File: config.mk
export PLATFORM = sky130hd
export DESIGN_NAME = smr_rx_strap_top
export DESIGN_NICKNAME = d
export VERILOG_FILES = /design/src/hw/smr_pkg.sv /design/src/hw/smr_stream_if.sv /design/src/hw/smr_rx_strap_top.sv /design/src/hw/smr_skid_buf.sv
export VERILOG_INCLUDE_DIRS = /design/src /design/src/hw
export SDC_FILE = /design/constraint.sdc
export NUM_CORES = 1
export LEC_CHECK = 0
export ABC_AREA = 1
export BUFFER_PORTS_ARGS = -buffer_cell sky130_fd_sc_hd__buf_4
export CAP_MARGIN = 25
export CELL_PAD_IN_SITES_DETAIL_PLACEMENT = 1
export CELL_PAD_IN_SITES_GLOBAL_PLACEMENT = 2
export CORE_AREA = 2 2 96 98
export CTS_CLUSTER_DIAMETER = 60
export CTS_CLUSTER_SIZE = 16
export DETAILED_ROUTE_END_ITERATION = 12
export DIE_AREA = 0 0 98 100
export PLACE_DENSITY_LB_ADDON = 0.1
export SETUP_SLACK_MARGIN = 0.15
export SYNTH_ARGS = -nofsm -noshare
export SYNTH_HDL_FRONTEND = slang
export SYNTH_SLANG_ARGS = --single-unit
export TNS_END_PERCENT = 50
File: constraint.sdc
create_clock -name core_clk_in -period 2.35 [get_ports core_clk_in]
set_input_delay 0.235 -clock core_clk_in [delete_from_list [all_inputs] [get_ports core_clk_in]]
set_output_delay 0.235 -clock core_clk_in [all_outputs]
set_load 0.005 [all_outputs]
File: src/hw/smr_defs.svh
`ifndef SMR_DEFS_SVH
`define SMR_DEFS_SVH

// Register offsets
`define SMR_REG_OVR_ADDR   8'h01
`define SMR_REG_SPD_ADDR   8'h0A
`define SMR_REG_STAT_ADDR  8'h0B

// Field positions in the override and mode register
`define SMR_OVR_BIT        0
`define SMR_PORT_BIT       1
`define SMR_PASS_BIT       2
`define SMR_MII_BIT        5

// Reset values
`define SMR_REG_OVR_RST    8'h00
`define SMR_REG_SPD_RST    8'h02

// Widths and timing counts
`define SMR_DATA_W         4
`define SMR_SYNC_W         6
`define SMR_CAP_WAIT       2'h2

`endif

File: src/hw/smr_pkg.sv
package smr_pkg;

    // Transmission rate codes, high strap bit first
    typedef enum logic [1:0] {
        SMR_SPD_11M = 2'h0,
        SMR_SPD_9M  = 2'h1,
        SMR_SPD_4M  = 2'h2,
        SMR_SPD_3M  = 2'h3
    } smr_speed_type;

    // Strap capture sequence, one-hot
    typedef enum logic [1:0] {
        SMR_ST_SYNC = 2'b01,
        SMR_ST_RUN  = 2'b10
    } smr_state_type;

endpackage

File: src/hw/smr_stream_if.sv
`timescale 1ns/1ps
`default_nettype none
`include "smr_defs.svh"

interface smr_stream_if;
    logic                   valid;
    logic                   ready;
    logic [`SMR_DATA_W-1:0] data;
    modport src (output valid, output data, input ready);
    modport snk (input valid, input data, output ready);
endinterface

`default_nettype wire

File: src/hw/smr_rx_strap_top.sv
`timescale 1ns/1ps
`default_nettype none
`include "smr_defs.svh"

// Function
// - Valid high only while output data valid
// - Four data bits in MII, two in RMII
// - Speed straps sampled, honoured while override clear
// - Strap pair maps to 11/9/4/3 Mbps
// - Override set takes speed from transmission_speed_setting
// - Port strap latched: 0 PHY, 1 SoC
// - Override set takes port from register
// - Link indicator low while link connected
// - Link pin sampled: high MII, low RMII
// - Override set takes MII/RMII from bit 5
// - Transmit indicator low while transmit valid
// - Receive indicator low while receive valid
// - Host port active only when port selects SoC
// - Error low, passthrough copies PHY error
module smr_rx_strap_top (
    input  wire logic        core_clk_in,
    input  wire logic        sys_rst_in,
    input  wire logic        rx_link_clk_in,
    input  wire logic        core_rx_valid_in,
    input  wire logic [3:0]  core_rx_data_in,
    output logic             core_rx_ready_out,
    output logic             host_rx_valid_out,
    output logic             host_rx_data_bit0_out,
    output logic             host_rx_data_bit1_out,
    output logic             host_rx_data_bit2_out,
    output logic             host_rx_data_bit3_out,
    output logic             host_rx_error_out,
    input  wire logic        phy_rx_error_in,
    input  wire logic        speed_strap_low_in,
    input  wire logic        speed_strap_high_in,
    input  wire logic        reserved_strap_in,
    input  wire logic        port_select_strap_in,
    input  wire logic        link_indicator_in,
    output logic             link_indicator_out,
    output logic             link_indicator_oe_out,
    input  wire logic        tx_activity_indicator_in,
    output logic             tx_activity_indicator_out,
    output logic             tx_activity_indicator_oe_out,
    input  wire logic        rx_activity_indicator_in,
    output logic             rx_activity_indicator_out,
    output logic             rx_activity_indicator_oe_out,
    input  wire logic        link_up_in,
    input  wire logic        tx_valid_in,
    input  wire logic        reg_wr_in,
    input  wire logic        reg_rd_in,
    input  wire logic [7:0]  reg_addr_in,
    input  wire logic [7:0]  reg_wdata_in,
    output logic [7:0]       reg_rdata_out,
    output smr_pkg::smr_speed_type speed_sel_out,
    output logic             host_port_sel_out,
    output logic             mii_mode_out
);
    smr_stream_if in_s ();
    smr_stream_if out_s ();

    logic [`SMR_SYNC_W-1:0] meta_q, sync_q;
    logic                   clk_prev_q;
    logic                   link_rise;
    smr_pkg::smr_state_type st_q, st_d;
    logic [1:0]             cap_cnt_q, cap_cnt_d;
    smr_pkg::smr_speed_type strap_spd_q, strap_spd_d;
    logic                   strap_port_q, strap_port_d;
    logic                   strap_mii_q, strap_mii_d;
    logic [7:0]             reg_ovr_q, reg_ovr_d, reg_spd_q, reg_spd_d;
    logic [7:0]             rdata_q, rdata_d;
    logic                   valid_q, valid_d, err_q, err_d;
    logic [3:0]             data_q, data_d;
    logic                   lnk_led_q, lnk_led_d, tx_led_q, tx_led_d, rx_led_q, rx_led_d;
    logic                   run, ovr, pass, active;

    // Pins pass two flops; order: link clock, error, speed low, speed high, port, link pin
    always_ff @(posedge core_clk_in or posedge sys_rst_in) begin
        if (sys_rst_in) begin
            meta_q     <= 6'h00;
            sync_q     <= 6'h00;
            clk_prev_q <= 1'b0;
        end else begin
            meta_q     <= {rx_link_clk_in, phy_rx_error_in, speed_strap_low_in,
                           speed_strap_high_in, port_select_strap_in, link_indicator_in};
            sync_q     <= meta_q;
            clk_prev_q <= sync_q[5];
        end
    end

    assign link_rise = sync_q[5] & ~clk_prev_q;
    assign run       = (st_q == smr_pkg::SMR_ST_RUN);
    assign ovr       = reg_ovr_q[`SMR_OVR_BIT];
    assign pass      = reg_ovr_q[`SMR_PASS_BIT];

    // Effective configuration: straps unless overridden
    assign speed_sel_out     = ovr ? smr_pkg::smr_speed_type'(reg_spd_q[1:0])
                                   : strap_spd_q;
    assign host_port_sel_out = ovr ? reg_ovr_q[`SMR_PORT_BIT] : strap_port_q;
    assign mii_mode_out      = ovr ? reg_ovr_q[`SMR_MII_BIT] : strap_mii_q;
    assign active            = run & host_port_sel_out;

    // Strap capture once synchronisers have filled after reset release
    always_comb begin
        st_d         = st_q;
        cap_cnt_d    = cap_cnt_q;
        strap_spd_d  = strap_spd_q;
        strap_port_d = strap_port_q;
        strap_mii_d  = strap_mii_q;
        unique case (st_q)
            smr_pkg::SMR_ST_SYNC: begin
                cap_cnt_d = cap_cnt_q + 2'h1;
                if (cap_cnt_q == `SMR_CAP_WAIT) begin
                    st_d         = smr_pkg::SMR_ST_RUN;
                    strap_spd_d  = smr_pkg::smr_speed_type'({sync_q[2], sync_q[3]});
                    strap_port_d = sync_q[1];
                    strap_mii_d  = sync_q[0];
                end
            end
            smr_pkg::SMR_ST_RUN: begin
                st_d = smr_pkg::SMR_ST_RUN;
            end
            default: begin
                st_d = smr_pkg::SMR_ST_SYNC;
            end
        endcase
    end

    always_ff @(posedge core_clk_in or posedge sys_rst_in) begin
        if (sys_rst_in) begin
            st_q         <= smr_pkg::SMR_ST_SYNC;
            cap_cnt_q    <= 2'h0;
            strap_spd_q  <= smr_pkg::SMR_SPD_11M;
            strap_port_q <= 1'b0;
            strap_mii_q  <= 1'b1;
        end else begin
            st_q         <= st_d;
            cap_cnt_q    <= cap_cnt_d;
            strap_spd_q  <= strap_spd_d;
            strap_port_q <= strap_port_d;
            strap_mii_q  <= strap_mii_d;
        end
    end

    // Register writes and registered reads; unmapped reads return zero
    always_comb begin
        reg_ovr_d = reg_ovr_q;
        reg_spd_d = reg_spd_q;
        rdata_d   = rdata_q;
        if (reg_wr_in && reg_addr_in == `SMR_REG_OVR_ADDR) begin
            reg_ovr_d = reg_wdata_in;
        end
        if (reg_wr_in && reg_addr_in == `SMR_REG_SPD_ADDR) begin
            reg_spd_d = reg_wdata_in;
        end
        if (reg_rd_in) begin
            unique case (reg_addr_in)
                `SMR_REG_OVR_ADDR:  rdata_d = reg_ovr_q;
                `SMR_REG_SPD_ADDR:  rdata_d = reg_spd_q;
                `SMR_REG_STAT_ADDR: rdata_d = {3'h0, run, mii_mode_out,
                                               host_port_sel_out, speed_sel_out};
                default:            rdata_d = 8'h00;
            endcase
        end
    end

    always_ff @(posedge core_clk_in or posedge sys_rst_in) begin
        if (sys_rst_in) begin
            reg_ovr_q <= `SMR_REG_OVR_RST;
            reg_spd_q <= `SMR_REG_SPD_RST;
            rdata_q   <= 8'h00;
        end else begin
            reg_ovr_q <= reg_ovr_d;
            reg_spd_q <= reg_spd_d;
            rdata_q   <= rdata_d;
        end
    end

    assign reg_rdata_out = rdata_q;

    // Core stream enters the two-entry buffer; receiver stall backs up to the source
    assign in_s.valid        = core_rx_valid_in;
    assign in_s.data         = core_rx_data_in;
    assign core_rx_ready_out = in_s.ready;
    assign out_s.ready       = link_rise & active;

    smr_skid_buf u_buf (
        .core_clk_in (core_clk_in),
        .sys_rst_in  (sys_rst_in),
        .fill_in     (in_s),
        .drain_out   (out_s)
    );

    // Host receive port updates on each link clock rise; link and transmit indicators update every core clock
    always_comb begin
        valid_d   = valid_q;
        data_d    = mii_mode_out ? data_q : {2'h0, data_q[1:0]};
        rx_led_d  = rx_led_q;
        err_d     = pass & sync_q[4];
        lnk_led_d = ~link_up_in;
        tx_led_d  = ~tx_valid_in;
        if (!active) begin
            valid_d = 1'b0;
            data_d  = 4'h0;
        end else if (link_rise) begin
            valid_d = out_s.valid;
            data_d  = !out_s.valid ? 4'h0 :
                      mii_mode_out ? out_s.data : {2'h0, out_s.data[1:0]};
        end
        rx_led_d = ~valid_d;
    end

    always_ff @(posedge core_clk_in or posedge sys_rst_in) begin
        if (sys_rst_in) begin
            valid_q   <= 1'b0;
            data_q    <= 4'h0;
            err_q     <= 1'b0;
            lnk_led_q <= 1'b1;
            tx_led_q  <= 1'b1;
            rx_led_q  <= 1'b1;
        end else begin
            valid_q   <= valid_d;
            data_q    <= data_d;
            err_q     <= err_d;
            lnk_led_q <= lnk_led_d;
            tx_led_q  <= tx_led_d;
            rx_led_q  <= rx_led_d;
        end
    end

    assign host_rx_valid_out            = valid_q;
    assign host_rx_data_bit0_out        = data_q[0];
    assign host_rx_data_bit1_out        = data_q[1];
    assign host_rx_data_bit2_out        = data_q[2];
    assign host_rx_data_bit3_out        = data_q[3];
    assign host_rx_error_out            = err_q;
    assign link_indicator_out           = lnk_led_q;
    assign tx_activity_indicator_out    = tx_led_q;
    assign rx_activity_indicator_out    = rx_led_q;
    // Indicator pins stay inputs until the straps are captured
    assign link_indicator_oe_out        = run;
    assign tx_activity_indicator_oe_out = run;
    assign rx_activity_indicator_oe_out = run;
endmodule

`default_nettype wire

File: src/hw/smr_skid_buf.sv
`timescale 1ns/1ps
`default_nettype none
`include "smr_defs.svh"

module smr_skid_buf (
    input  wire logic   core_clk_in,
    input  wire logic   sys_rst_in,
    smr_stream_if.snk   fill_in,
    smr_stream_if.src   drain_out
);
    logic [`SMR_DATA_W-1:0] mem_q [2];
    logic [`SMR_DATA_W-1:0] mem_d [2];
    logic                   wr_q, wr_d, rd_q, rd_d;
    logic [1:0]             cnt_q, cnt_d;
    logic                   push, pop;

    // Handshakes follow the fill count
    assign fill_in.ready   = (cnt_q != 2'h2);
    assign drain_out.valid = (cnt_q != 2'h0);
    assign drain_out.data  = mem_q[rd_q];
    assign push            = fill_in.valid & fill_in.ready;
    assign pop             = drain_out.valid & drain_out.ready;

    // Next pointer, count and storage
    always_comb begin
        mem_d = mem_q;
        wr_d  = wr_q ^ push;
        rd_d  = rd_q ^ pop;
        cnt_d = cnt_q + {1'b0, push} - {1'b0, pop};
        if (push) begin
            mem_d[wr_q] = fill_in.data;
        end
    end

    always_ff @(posedge core_clk_in or posedge sys_rst_in) begin
        if (sys_rst_in) begin
            mem_q[0] <= 4'h0;
            mem_q[1] <= 4'h0;
            wr_q     <= 1'b0;
            rd_q     <= 1'b0;
            cnt_q    <= 2'h0;
        end else begin
            mem_q <= mem_d;
            wr_q  <= wr_d;
            rd_q  <= rd_d;
            cnt_q <= cnt_d;
        end
    end
endmodule

`default_nettype wire

# Word level (Yosys, flattened, before mapping)

Cells that the tools add are included.
W data, S select, Z words.

Add/subtract/negate cells: 3
$lt $le $gt $ge: 3
Equal/unequal tests: 10
Mux-type cells: 19
Bitwise operators: 14
Reductions and logical operators: 5

Operator list:

| cell                  | count |
|---|---|
| $mux W4               | 9 |
| $pmux W8 S3           | 1 |
| $eq A8 B4 Y1 const B  | 2 |
| $bwmux W8             | 1 |
| $eq A8 B1 Y1 const B  | 1 |
| $and A1 B1 Y1         | 6 |
| $ne A2 B2 Y1 const B  | 3 |
| $demux W4 S1          | 1 |
| $eq A2 B2 Y1 const B  | 2 |
| $ge A2 B2 Y1 const B  | 2 |
| $mux W1               | 4 |
| $mux W2               | 2 |
| $not A1 Y1            | 4 |
| $not A1 Y2            | 2 |
| $pmux W2 S2           | 1 |
| $logic_and A1 B1 Y1   | 3 |
| $ne A3 B3 Y1 const B  | 1 |
| $add A2 B1 Y2         | 1 |
| $add A2 B1 Y2 const B | 1 |
| $eq A2 B1 Y1 const B  | 1 |
| $lt A2 B1 Y1 const B  | 1 |
| $reduce_and A2 Y1     | 1 |
| $reduce_bool A2 Y1    | 1 |
| $sub A2 B1 Y2         | 1 |
| $xor A1 B1 Y1         | 2 |

Register bits: 66
Output and inout bits: 25
Logic and storage cells: 77

# Logic depth before layout (Yosys ltp)

Gate-level depths: netlist (run 1).

Depth after elaboration: 8
Depth in mapped cells: 10

# By module

Synthesis (run 1) repeated with hierarchy kept, for this count alone.

Cells, all modules: 310
Area, all modules: 2,981.6 um^2

Modules (own cells, without submodules):

| module           | instances | cells each | area an instance (um^2) | sequential area each (um^2) |
|---|---|---|---|---|
| smr_rx_strap_top | 1         | 237        | 2,379.8                 | 1,358.8 |
| smr_skid_buf     | 1         | 73         | 601.8                   | 300.3 |

# Worst setup path after synthesis (run 1)

Ideal clock, no wire load.

Path kind: register -> register
Start point: register st_q[0]
End point: register u_buf.cnt_q[1]
Setup time: 0.123 ns
Arrival time: 1.609 ns
Setup slack: 0.618 ns
Cell stages (with the launch flop): 9
Path buffers: 0
Period minus slack after synthesis: 1.732 ns
Cell sequence: dfstp_2 inv_1 ha_1 nand3_4 inv_4 ha_1 inv_1 ha_1 xnor2_1

Cells in the longest elaborated chain, start to end: 5

RTL lines:

| item                            | line                    | source |
|---|---|---|
| start: declaration              | smr_rx_strap_top.sv:64  | `smr_pkg::smr_state_type st_q, st_d;` |
| start signal: assignment        | smr_rx_strap_top.sv:130 | `st_q <= smr_pkg::SMR_ST_SYNC;` |
| start signal: assignment        | smr_rx_strap_top.sv:136 | `st_q <= st_d;` |
| $eq A2 B2 Y1                    | smr_rx_strap_top.sv:91  | `assign run = (st_q == smr_pkg::SMR_ST_RUN);` |
| named net link_indicator_oe_out | smr_rx_strap_top.sv:40  | `output logic link_indicator_oe_out,` |
| $and A1 B1 Y1                   | smr_rx_strap_top.sv:100 | `assign active = run & host_port_sel_out;` |
| $and A1 B1 Y1                   | smr_rx_strap_top.sv:184 | `assign out_s.ready = link_rise & active;` |
| $and A1 B1 Y1                   | smr_skid_buf.sv:22      | `assign pop = drain_out.valid & drain_out.ready;` |
| $sub A2 B1 Y2                   | smr_skid_buf.sv:29      | `cnt_d = cnt_q + {1'b0, push} - {1'b0, pop};` |
| named net u_buf.cnt_d[1]        | smr_skid_buf.sv:14      | `logic [1:0] cnt_q, cnt_d;` |
| end signal: assignment          | smr_skid_buf.sv:46      | `cnt_q <= cnt_d;` |
| end: declaration                | smr_skid_buf.sv:14      |  |

The timed path passes the listed nets, and every way through them passes these cells.
A chain may end at the register's enable or synchronous reset.

# Final worst setup path (run 1)

Start point: register st_q[0]
End point: register u_buf.cnt_q[1]

Cells in the longest elaborated chain, start to end: 5

RTL lines:

| item                     | line |
|---|---|
| $eq A2 B2 Y1             | smr_rx_strap_top.sv:91 |
| $and A1 B1 Y1            | smr_rx_strap_top.sv:100 |
| $and A1 B1 Y1            | smr_rx_strap_top.sv:184 |
| $and A1 B1 Y1            | smr_skid_buf.sv:22 |
| $sub A2 B1 Y2            | smr_skid_buf.sv:29 |
| named net u_buf.cnt_d[1] | smr_skid_buf.sv:14 |

The timed path passes the listed nets, and every way through them passes these cells.

==> flow_summary.ini, run 1 <==
[status]
status = finished clean

[layout]
stdcell_area_mm2 = 0.003760
syn2layout_area_growth_pct = 27.98
nets = 398
final_layout_size_suffix_gt1_share_pct = 36.94
antenna_cells = 0

[logic_synthesis]
synthAdderAreaFrac_pct = 2.981
synthSimpleGateAreaFrac_pct = 20.70
syn_area_per_cell_um2 = 10.31
synth_top_family_by_area = simple AND/OR/NAND/NOR gates
yosysWarnings = 0
post_synth_num_cell_types = 29
synth-compound-area-share_pct = 8.475
syn_area_mm2 = 0.002938
syn_nets = 328
synth_seq_area_share_pct = 56.47
ys_seq_elements = 66
synth_xor_area_share_pct = 1.193
synthesis.instances = 285
synth.mux.area_fraction_pct = 3.066

[grt]
grt_pass1_vias = 2196
grt_max_degree = 67
grt_use_total_pct = 13.62
grt_pass1_wl_um = 10430
antenna_found_initial = 0
overflow = 0

[detailed_routing]
drc = 0
vias = 2108
antenna_left = 0
post_drt_wl_per_cell_um = 12.86
drtPass1Iterations = 4
vias_per_cell = 4.476
drtIter0Drc = 48
wl_um = 6058

[worst_setup_path]
cp_num_cells = 8
critPathMostFrequentCell = ha_1
worstPathCellList = inv_1 -> ha_1 -> nand3_4 -> inv_4 -> ha_1 -> inv_1 -> ha_1 -> xnor2_1
timing.rr.start = st_q[0]$_DFFE_PP1P_
cp-start-kind = flop
worst_path_dominant_cell_family = adder cells
reg2reg_to = u_buf.cnt_q[1]$_DFF_PP0_
worstSetupPathType = reg2reg
r2r_cells = 8
critPathMaxStageDelay_ns = 0.54
critPathMaxFanout = 6
arrival_ns = 2.13
crit_slowest_cell = dfstp_2
cp_num_buf_inv = 3
rrSetupSlack_ns = 0.44
end_kind = flop
required_ns = 2.57

[placement]
place_congestion = 0.6675
post-dp-hpwl_um = 4200
port_buffers = 57
place_area_mm2 = 0.003465

[sta]
skew_ns = 0.009878
fmax_ghz = 0.5229
finalCritPeriodShare_pct = 81.38
hold_violations = 0
slew_violations = 0
relSlewSlack_pct = 71.85
fin_setup_tns_ns = 0
setup_viol = 0
worstMarginPinSlew_ns = 0.4222
rsz0062_at_grt = no
fin_crit_ns = 1.912

[floorplanning]
die_w_um = 98
initial_utilization_pct = 33.05
fp.dieH_um = 100
io_pins = 61
die_area_mm2 = 0.009800
core_area_mm2 = 0.008890
std_cell_rows = 35

[power_and_ir_drop]
cellLeakagePower_nw = 1.889
ir_worst_vdd_mv = 0.3494
powerDensity_mw_per_mm2 = 758.3

[hold_path]
worstHoldPathCells = 3
hp-class = in2reg
holdPathEnd = u_buf.mem_q[6]$_DFFE_PP0P_
min_from = core_rx_data_in[2]

[clocking]
cts_tree = yes
clock_sinks = 66
root_buffer = clkbuf_8
path_clk_slew_ns = 0.08
htreeDepth = 3
clk_latency_ns = 0.34
clock_path_buffers = 2
post_cts_resized = 0
cts_made_buffers = 9

[job]
max_cap_viol_count = 0
-- cell families (layout without fill, tap and decap cells) --
kind of cell / Yosys count / count (layout)
mux: 8 / 8
buf+inv: 47 / 122
flops: 66 / 66
compound gates: 33 / 33
xor+xnor: 4 / 4
simple gates: 120 / 120
fa+ha+maj: 7 / 7
-- flip-flops by register name, indices dropped and copies added (netlist names), 2 cells and up --
name	cells
meta_q	6
u_buf.cnt_q	2
cap_cnt_q	2
st_q	2
data_q	4
u_buf.mem_q	8
reg_rdata_out	8
reg_ovr_q	8
strap_spd_q	2
reg_spd_q	8
sync_q	6
-- worst max-delay path by stage --
stage                         from                        to
5_1_grt        st_q[0]$_DFFE_PP1P_  u_buf.cnt_q[1]$_DFF_PP0_
3_3_place_gp   st_q[0]$_DFFE_PP1P_  u_buf.cnt_q[1]$_DFF_PP0_
3_5_place_dp   st_q[0]$_DFFE_PP1P_  u_buf.cnt_q[1]$_DFF_PP0_
4_1_cts        st_q[0]$_DFFE_PP1P_  u_buf.cnt_q[1]$_DFF_PP0_
6_report       st_q[0]$_DFFE_PP1P_  u_buf.cnt_q[1]$_DFF_PP0_
2_1_floorplan           sys_rst_in  cap_cnt_q[0]$_DFFE_PP0N_
-- report_power, final --
group / internal (mW) / total (mW) / switching, mW / leakage [nW]
logic: 0.238 / 0.486 / 0.248 / 0.971
clock network: 0.546 / 0.984 / 0.437 / 0.0986
registers: 1.29 / 1.38 / 0.0916 / 0.820
-- Yosys cell counts --
library cell  count  area, µm²
nand3_1          26      130.1
inv_1            33      123.9
a21oi_4           1      16.27
inv_4             1      6.260
ha_1              7      87.58
xnor2_1           3      26.28
nor2_8            1      20.02
inv_2             5      18.77
o21a_1            1      7.510
nand2_1          70      262.8
dfstp_2           6      157.7
nand2_2           9      56.30
clkbuf_1          1      3.750
o21ai_2          18      157.7
nor2_2            1      6.260
nand2_4           1      11.26
mux2_2            8      90.09
a21boi_0          1      7.510
nor2_1            4      15.01
nor2_4            3      33.78
o21ai_0          10      50.05
buf_4             4      30.03
buf_1             1      3.750
nand3_4           3      52.55
nand3_2           2      20.02
buf_6             2      22.52
o21ai_1           2      10.01
dfrtp_1          60       1501
xor2_1            1      8.760
-- timing repair --
item	CTS	global route
endpoints found under the hold margin	68	0
setup buffers	0	0
setup endpoints to repair	0	0
hold buffers	9	0
-- layer usage --
metal	share of wire, %	track usage [%]	up-vias
li1	-	-	1041
met1	45	16.97	1011
met4	2.1	6.090	0
met3	5.1	3.691	12
met5	0	0	-
met2	48	22.29	44
-- layout make-up --
| class | instances | area [µm²] |
|---|---|---|
| inverter | 39 | 148.9 |
| multi-input combinational | 172 | 1070 |
| tap | 111 | 138.9 |
| fill | 1026 | 5130 |
| clock buffer | 12 | 155.1 |
| sequential | 66 | 1659 |
| timing repair buffer | 67 | 538.0 |
| clock inverter | 4 | 50.05 |
-- worst register-to-register path, stage by stage, from the launching register on --
cell,delay [ns]
dfstp_2,0.54
inv_1,0.05
ha_1,0.34
nand3_4,0.21
inv_4,0.05
ha_1,0.26
inv_1,0.04
ha_1,0.18
xnor2_1,0.12
-- cell usage in the layout (no fill, tap or decap), drive strengths merged, types with 8 or more instances in the layout --
cell	netlist	final
buf	7	58
clkbuf	1	12
dfrtp	60	60
dlygate4sd3	0	9
inv	39	39
mux2	8	8
nand2	80	80
nand3	31	31
nor2	9	9
o21ai	30	30
-- metrics by stage --
stage / utilization, % / total power, mW / hold WS (ns) / setup slack (ns) / cells
2_1_floorplan: - / 1.704 / 0.2612 / 0.4701 / 285
3_3_place_gp: 38.97 / 1.872 / 0.3315 / 0.4991 / 446
3_5_place_dp: 38.97 / 1.892 / 0.3356 / 0.4414 / 446
4_1_cts: 42.29 / 2.913 / 0.09629 / 0.4232 / 471
5_1_grt: 42.29 / 3.036 / 0.1133 / 0.3067 / 471
6_report: 42.29 / 2.851 / 0.1089 / 0.4376 / 471
Note: power is estimated with default switching activity, not from simulation.
==> run 2: changes to the inputs <==
CORE_AREA = 2 2 101 103   (was 2 2 96 98)
DIE_AREA = 0 0 103 105   (was 0 0 98 100)
clock period = 1.72 ns   (was 2.35 ns; I/O delays follow)
==> flow_summary.ini, run 2 (synthesis results as in run 1) <==
[grt]
grt_pass1_vias = 2181
grt_max_degree = 27
grt_pass1_wl_um = 10770
antenna_found_initial = 0
overflow = 0
grt_use_total_pct = 13.25

[clocking]
clock_sinks = 66
cts_made_buffers = 9
path_clk_slew_ns = 0.08
root_buffer = clkbuf_8
htreeDepth = 3
clk_latency_ns = 0.34
clock_path_buffers = 2
cts_tree = yes

[floorplanning]
io_pins = 61
fp.dieH_um = 105
die_area_mm2 = 0.01082
std_cell_rows = 36
die_w_um = 103
initial_utilization_pct = 30.48
core_area_mm2 = 0.009639

[sta]
postLayoutSetupSlackWorst_ns = 0.1695
rsz0062_at_grt = yes
skew_ns = 0.01177
relSlewSlack_pct = 72.81
setup_viol = 0
hold_violations = 0
finalCritPeriodShare_pct = 90.14
slew_violations = 0
fin_crit_ns = 1.550
fmax_ghz = 0.6450
worstMarginPinSlew_ns = 0.4071

[detailed_routing]
vias_per_cell = 4.204
drtPass1Iterations = 4
vias = 2119
antenna_left = 0
drtIter0Drc = 31
post_drt_wl_per_cell_um = 12.64
drc = 0
wl_um = 6369

[placement]
place_area_mm2 = 0.003556
place_congestion = 0.7064
port_buffers = 57
dp_slack_ns = 0.03683
post-place-cells = 476
post-dp-hpwl_um = 4675

[layout]
instances_no_fill = 504
final_layout_size_suffix_gt1_share_pct = 39.62
final_common_cell = nand2_1
stdcell_area_mm2 = 0.003887
antenna_cells = 0
nets = 409
layout_common_cells = nand2_1, buf_4, dfrtp_1
syn2layout_area_growth_pct = 32.33
layout.filler_cells = 1132

[power_and_ir_drop]
pwr-share-comb_pct = 18.5
swShare_pct = 27.80
clockPowerShare_pct = 32.6
ir_worst_vdd_mv = 0.4169
cellLeakagePower_nw = 1.936
powerDensity_mw_per_mm2 = 993.0
total_power_mw = 3.860
p_int_mw = 2.787
sequentialPowerShare_pct = 48.9
switching_power_mw = 1.073

[worst_setup_path]
critPathMaxStageDelay_ns = 0.54
worst_path_dominant_cell_family = adder cells
critPathMostFrequentCell = ha_4
required_ns = 1.95
arrival_ns = 1.78
worstPathCellList = inv_2 -> ha_4 -> nand3_4 -> inv_4 -> ha_4 -> inv_1 -> ha_2 -> xnor2_1
worstSetupPathType = reg2reg
end_kind = flop
crit_slowest_cell = dfstp_2
cp-start-kind = flop
cp_num_cells = 8
critPathMaxFanout = 2
r2r_cells = 8
cp_num_buf_inv = 3

[hold_path]
hp-class = in2reg
worstHoldPathCells = 3

[job]
max_cap_viol_count = 0

[status]
status = finished clean
## run 2: cell types whose count changed in the layout (fill, tap and decap cells not counted), sizes merged
cell,delta
buf,+11
clkinvlp,-1
inv,-1
clkinv,+2
## run 2: final cells by class
type | instances | area [µm²] | area share, %
Inverter | 39 | 152.6 | 3.927
Tap cell | 133 | 166.4 | 4.281
Multi-Input combinational cell | 172 | 1105 | 28.42
Clock buffer | 12 | 135.1 | 3.476
Timing Repair Buffer | 78 | 624.3 | 16.06
Sequential cell | 66 | 1659 | 42.68
Clock inverter | 4 | 45.04 | 1.159
## run 2: through the flow
step,util (%),hold slack [ns],setup TNS (ns)
after CTS,40.12,0.02363,0
after global placement,36.89,0.2045,0
after global routing,40.33,0.03051,0
final,40.33,0.03450,0
after detailed placement,36.89,0.2010,0
after floorplan,-,0.1982,-0.01180
## run 2: layer usage
layer  up-vias  routed length, µm  GRT usage, %
met1      1001               2880         17.47
li1       1058                  -             -
met4         0                143         6.485
met2        49               3034         20.08
met3        11                309         3.278
met5         -                  0             0
## run 2: power groups by stage
stage                     clock (mW)  combinational, mW  sequential, mW
after detailed placement           0              0.697            1.92
after floorplan                    0              0.462            1.87
after global routing            1.39              0.824            1.92
final                           1.26              0.715            1.89
after global placement             0              0.684            1.91
after CTS                       1.31              0.730            1.89
## run 2: worst register-to-register path, stage by stage, from the launching register on
cell and delay (ns):
dfstp_2 0.54, inv_2 0.05, ha_4 0.17, nand3_4 0.08
inv_4 0.04, ha_4 0.25, inv_1 0.03, ha_2 0.16
xnor2_1 0.12
## run 2: worst paths after layout
kind	startpoint	endpoint	slack, ns
setup / recovery	st_q[0]$_DFFE_PP1P_	u_buf.cnt_q[1]$_DFF_PP0_	0.17
hold / removal	core_rx_data_in[0]	u_buf.mem_q[0]$_DFFE_PP0P_	0.03
setup reg to reg	st_q[0]$_DFFE_PP1P_	u_buf.cnt_q[1]$_DFF_PP0_	0.17
hold reg to reg	meta_q[4]$_DFF_PP0_	sync_q[4]$_DFF_PP0_	0.34
max in group asynchronous	sys_rst_in	reg_spd_q[1]$_DFFE_PP1P_	0.75
min in group asynchronous	sys_rst_in	meta_q[2]$_DFF_PP0_	0.38
## run 2: what timing repair did
| item | CTS | global route |
|---|---|---|
| hold buffers | 9 | 0 |
| setup buffers | 1 | 2 |
| setup endpoints to repair | 5 | 9 |
| pin swaps | 0 | 2 |
| resized for setup | 7 | 2 |
| endpoints found under the hold margin | 21 | 0 |
==> run 3: changes to the inputs <==
BUFFER_PORTS_ARGS = -buffer_cell sky130_fd_sc_hd__buf_2   (was -buffer_cell sky130_fd_sc_hd__buf_4)
==> flow_summary.ini, run 3 (synthesis results as in run 1) <==
[power_and_ir_drop]
powerDensity_mw_per_mm2 = 1029
ir_worst_vdd_mv = 0.4729
cellLeakagePower_nw = 1.886

[worst_setup_path]
required_ns = 1.92
critPathMostFrequentCell = ha_4
critPathMaxFanout = 2
r2r_cells = 8
critPathMaxStageDelay_ns = 0.55
rrSetupSlack_ns = 0.13
reg2reg_to = u_buf.cnt_q[1]$_DFF_PP0_
crit_slowest_cell = dfstp_2
cp-start-kind = flop
timing.rr.start = st_q[0]$_DFFE_PP1P_
worstSetupPathType = reg2reg
cp_num_cells = 8
worstPathCellList = inv_2 -> ha_4 -> nand3_4 -> inv_4 -> ha_4 -> inv_2 -> ha_4 -> xnor2_1
worst_path_dominant_cell_family = adder cells
cp_num_buf_inv = 3
arrival_ns = 1.79
end_kind = flop

[clocking]
htreeDepth = 3
clk_latency_ns = 0.33
path_clk_slew_ns = 0.07
clock_sinks = 66
cts_tree = yes
cts_made_buffers = 9
root_buffer = clkbuf_8
clock_path_buffers = 2

[detailed_routing]
drtIter0Drc = 65
vias = 2152
wl_um = 6489
post_drt_wl_per_cell_um = 12.93
antenna_left = 0
drc = 0
drtPass1Iterations = 4
vias_per_cell = 4.287

[layout]
final_common_cell = nand2_1
stdcell_area_mm2 = 0.003739
layout.filler_cells = 1144
nets = 407
instances_no_fill = 502
regArea_mm2 = 0.001659
multi_input_area_mm2 = 0.001114
layout_common_cells = nand2_1, dfrtp_1, buf_2
syn2layout_area_growth_pct = 27.26
antenna_cells = 0
fin_util_pct = 38.79
final_layout_size_suffix_gt1_share_pct = 39.84

[sta]
fin_crit_ns = 1.587
setup_viol = 0
worstMarginPinSlew_ns = 0.3707
fmax_ghz = 0.6302
skew_ns = 0.01002
slew_violations = 0
hold_violations = 0
finalCritPeriodShare_pct = 92.26
hold_slack_ns = 0.06470
fin_setup_tns_ns = 0
rsz0062_at_grt = yes
relSlewSlack_pct = 75.20

[status]
status = finished clean

[grt]
antenna_found_initial = 0
overflow = 0
grt_use_total_pct = 13.00
grt_pass1_wl_um = 10740
grt_pass1_vias = 2243
grt_max_degree = 46

[placement]
port_buffers = 57
post-place-cells = 475
place_congestion = 0.6711
post-dp-hpwl_um = 4576
place_area_mm2 = 0.003406

[hold_path]
worstHoldPathCells = 3
min_from = core_rx_data_in[0]
hp-class = in2reg
holdPathEnd = u_buf.mem_q[0]$_DFFE_PP0P_

[floorplanning]
die_w_um = 103
fp.dieH_um = 105
die_area_mm2 = 0.01082
std_cell_rows = 36
io_pins = 61
core_area_mm2 = 0.009639
initial_utilization_pct = 30.48

[job]
max_cap_viol_count = 0
-- run 3: cell types whose count changed in the layout (fill, tap and decap cells not counted), sizes merged --
cell  change
buf       -2
-- run 3: how the worst max path moves through the flow --
stage                               startpoint                  endpoint
final                      st_q[0]$_DFFE_PP1P_  u_buf.cnt_q[1]$_DFF_PP0_
after CTS                 clk_prev_q$_DFF_PP0_  u_buf.cnt_q[0]$_DFF_PP0_
after global routing       st_q[0]$_DFFE_PP1P_  u_buf.cnt_q[1]$_DFF_PP0_
after detailed placement   st_q[0]$_DFFE_PP1P_  u_buf.cnt_q[1]$_DFF_PP0_
after floorplan            st_q[0]$_DFFE_PP1P_  u_buf.cnt_q[1]$_DFF_PP0_
after global placement     st_q[0]$_DFFE_PP1P_  u_buf.cnt_q[1]$_DFF_PP0_
-- run 3: layout make-up --
| cell class | count | share of cell area, % |
|---|---|---|
| inverter | 39 | 4.083 |
| tap | 133 | 4.451 |
| sequential | 66 | 44.38 |
| clock inverter | 4 | 1.205 |
| timing repair buffer | 76 | 12.48 |
| multi-input combinational | 172 | 29.79 |
| clock buffer | 12 | 3.614 |
-- run 3: worst register-to-register path: stages (launching register included) --
cell and delay [ns]:
dfstp_2 0.55, inv_2 0.05, ha_4 0.17, nand3_4 0.09, inv_4 0.05, ha_4 0.25
inv_2 0.04, ha_4 0.15, xnor2_1 0.12
-- run 3: layer usage --
layer	vias to the layer above	wire length, µm	global-route usage [%]
met3	5	281	3.478
met4	0	48	4.793
met2	44	3274	20.83
met1	1045	2884	16.66
li1	1058	-	-
met5	-	0	0
-- run 3: through the flow --
| step | power [mW] | setup WS, ns |
|---|---|---|
| 3_5_place_dp | 2.577 | 0.02306 |
| 3_3_place_gp | 2.555 | 0.06384 |
| 2_1_floorplan | 2.328 | -0.01180 |
| 5_1_grt | 4.124 | 0.09118 |
| 4_1_cts | 3.867 | 0.1232 |
| 6_report | 3.848 | 0.1331 |
-- run 3: timing repair --
item,CTS,global route
pin swaps,0,2
endpoints found under the setup margin,9,8
buffers inserted,0,2
hold endpoints to repair,69,0
gates resized for setup,6,5
hold buffers,9,0
-- run 3: report_power, final --
| part | switching [mW] | total (mW) | internal, mW |
|---|---|---|---|
| clock | 0.570 | 1.23 | 0.665 |
| combinational | 0.385 | 0.725 | 0.340 |
| sequential | 0.126 | 1.89 | 1.76 |
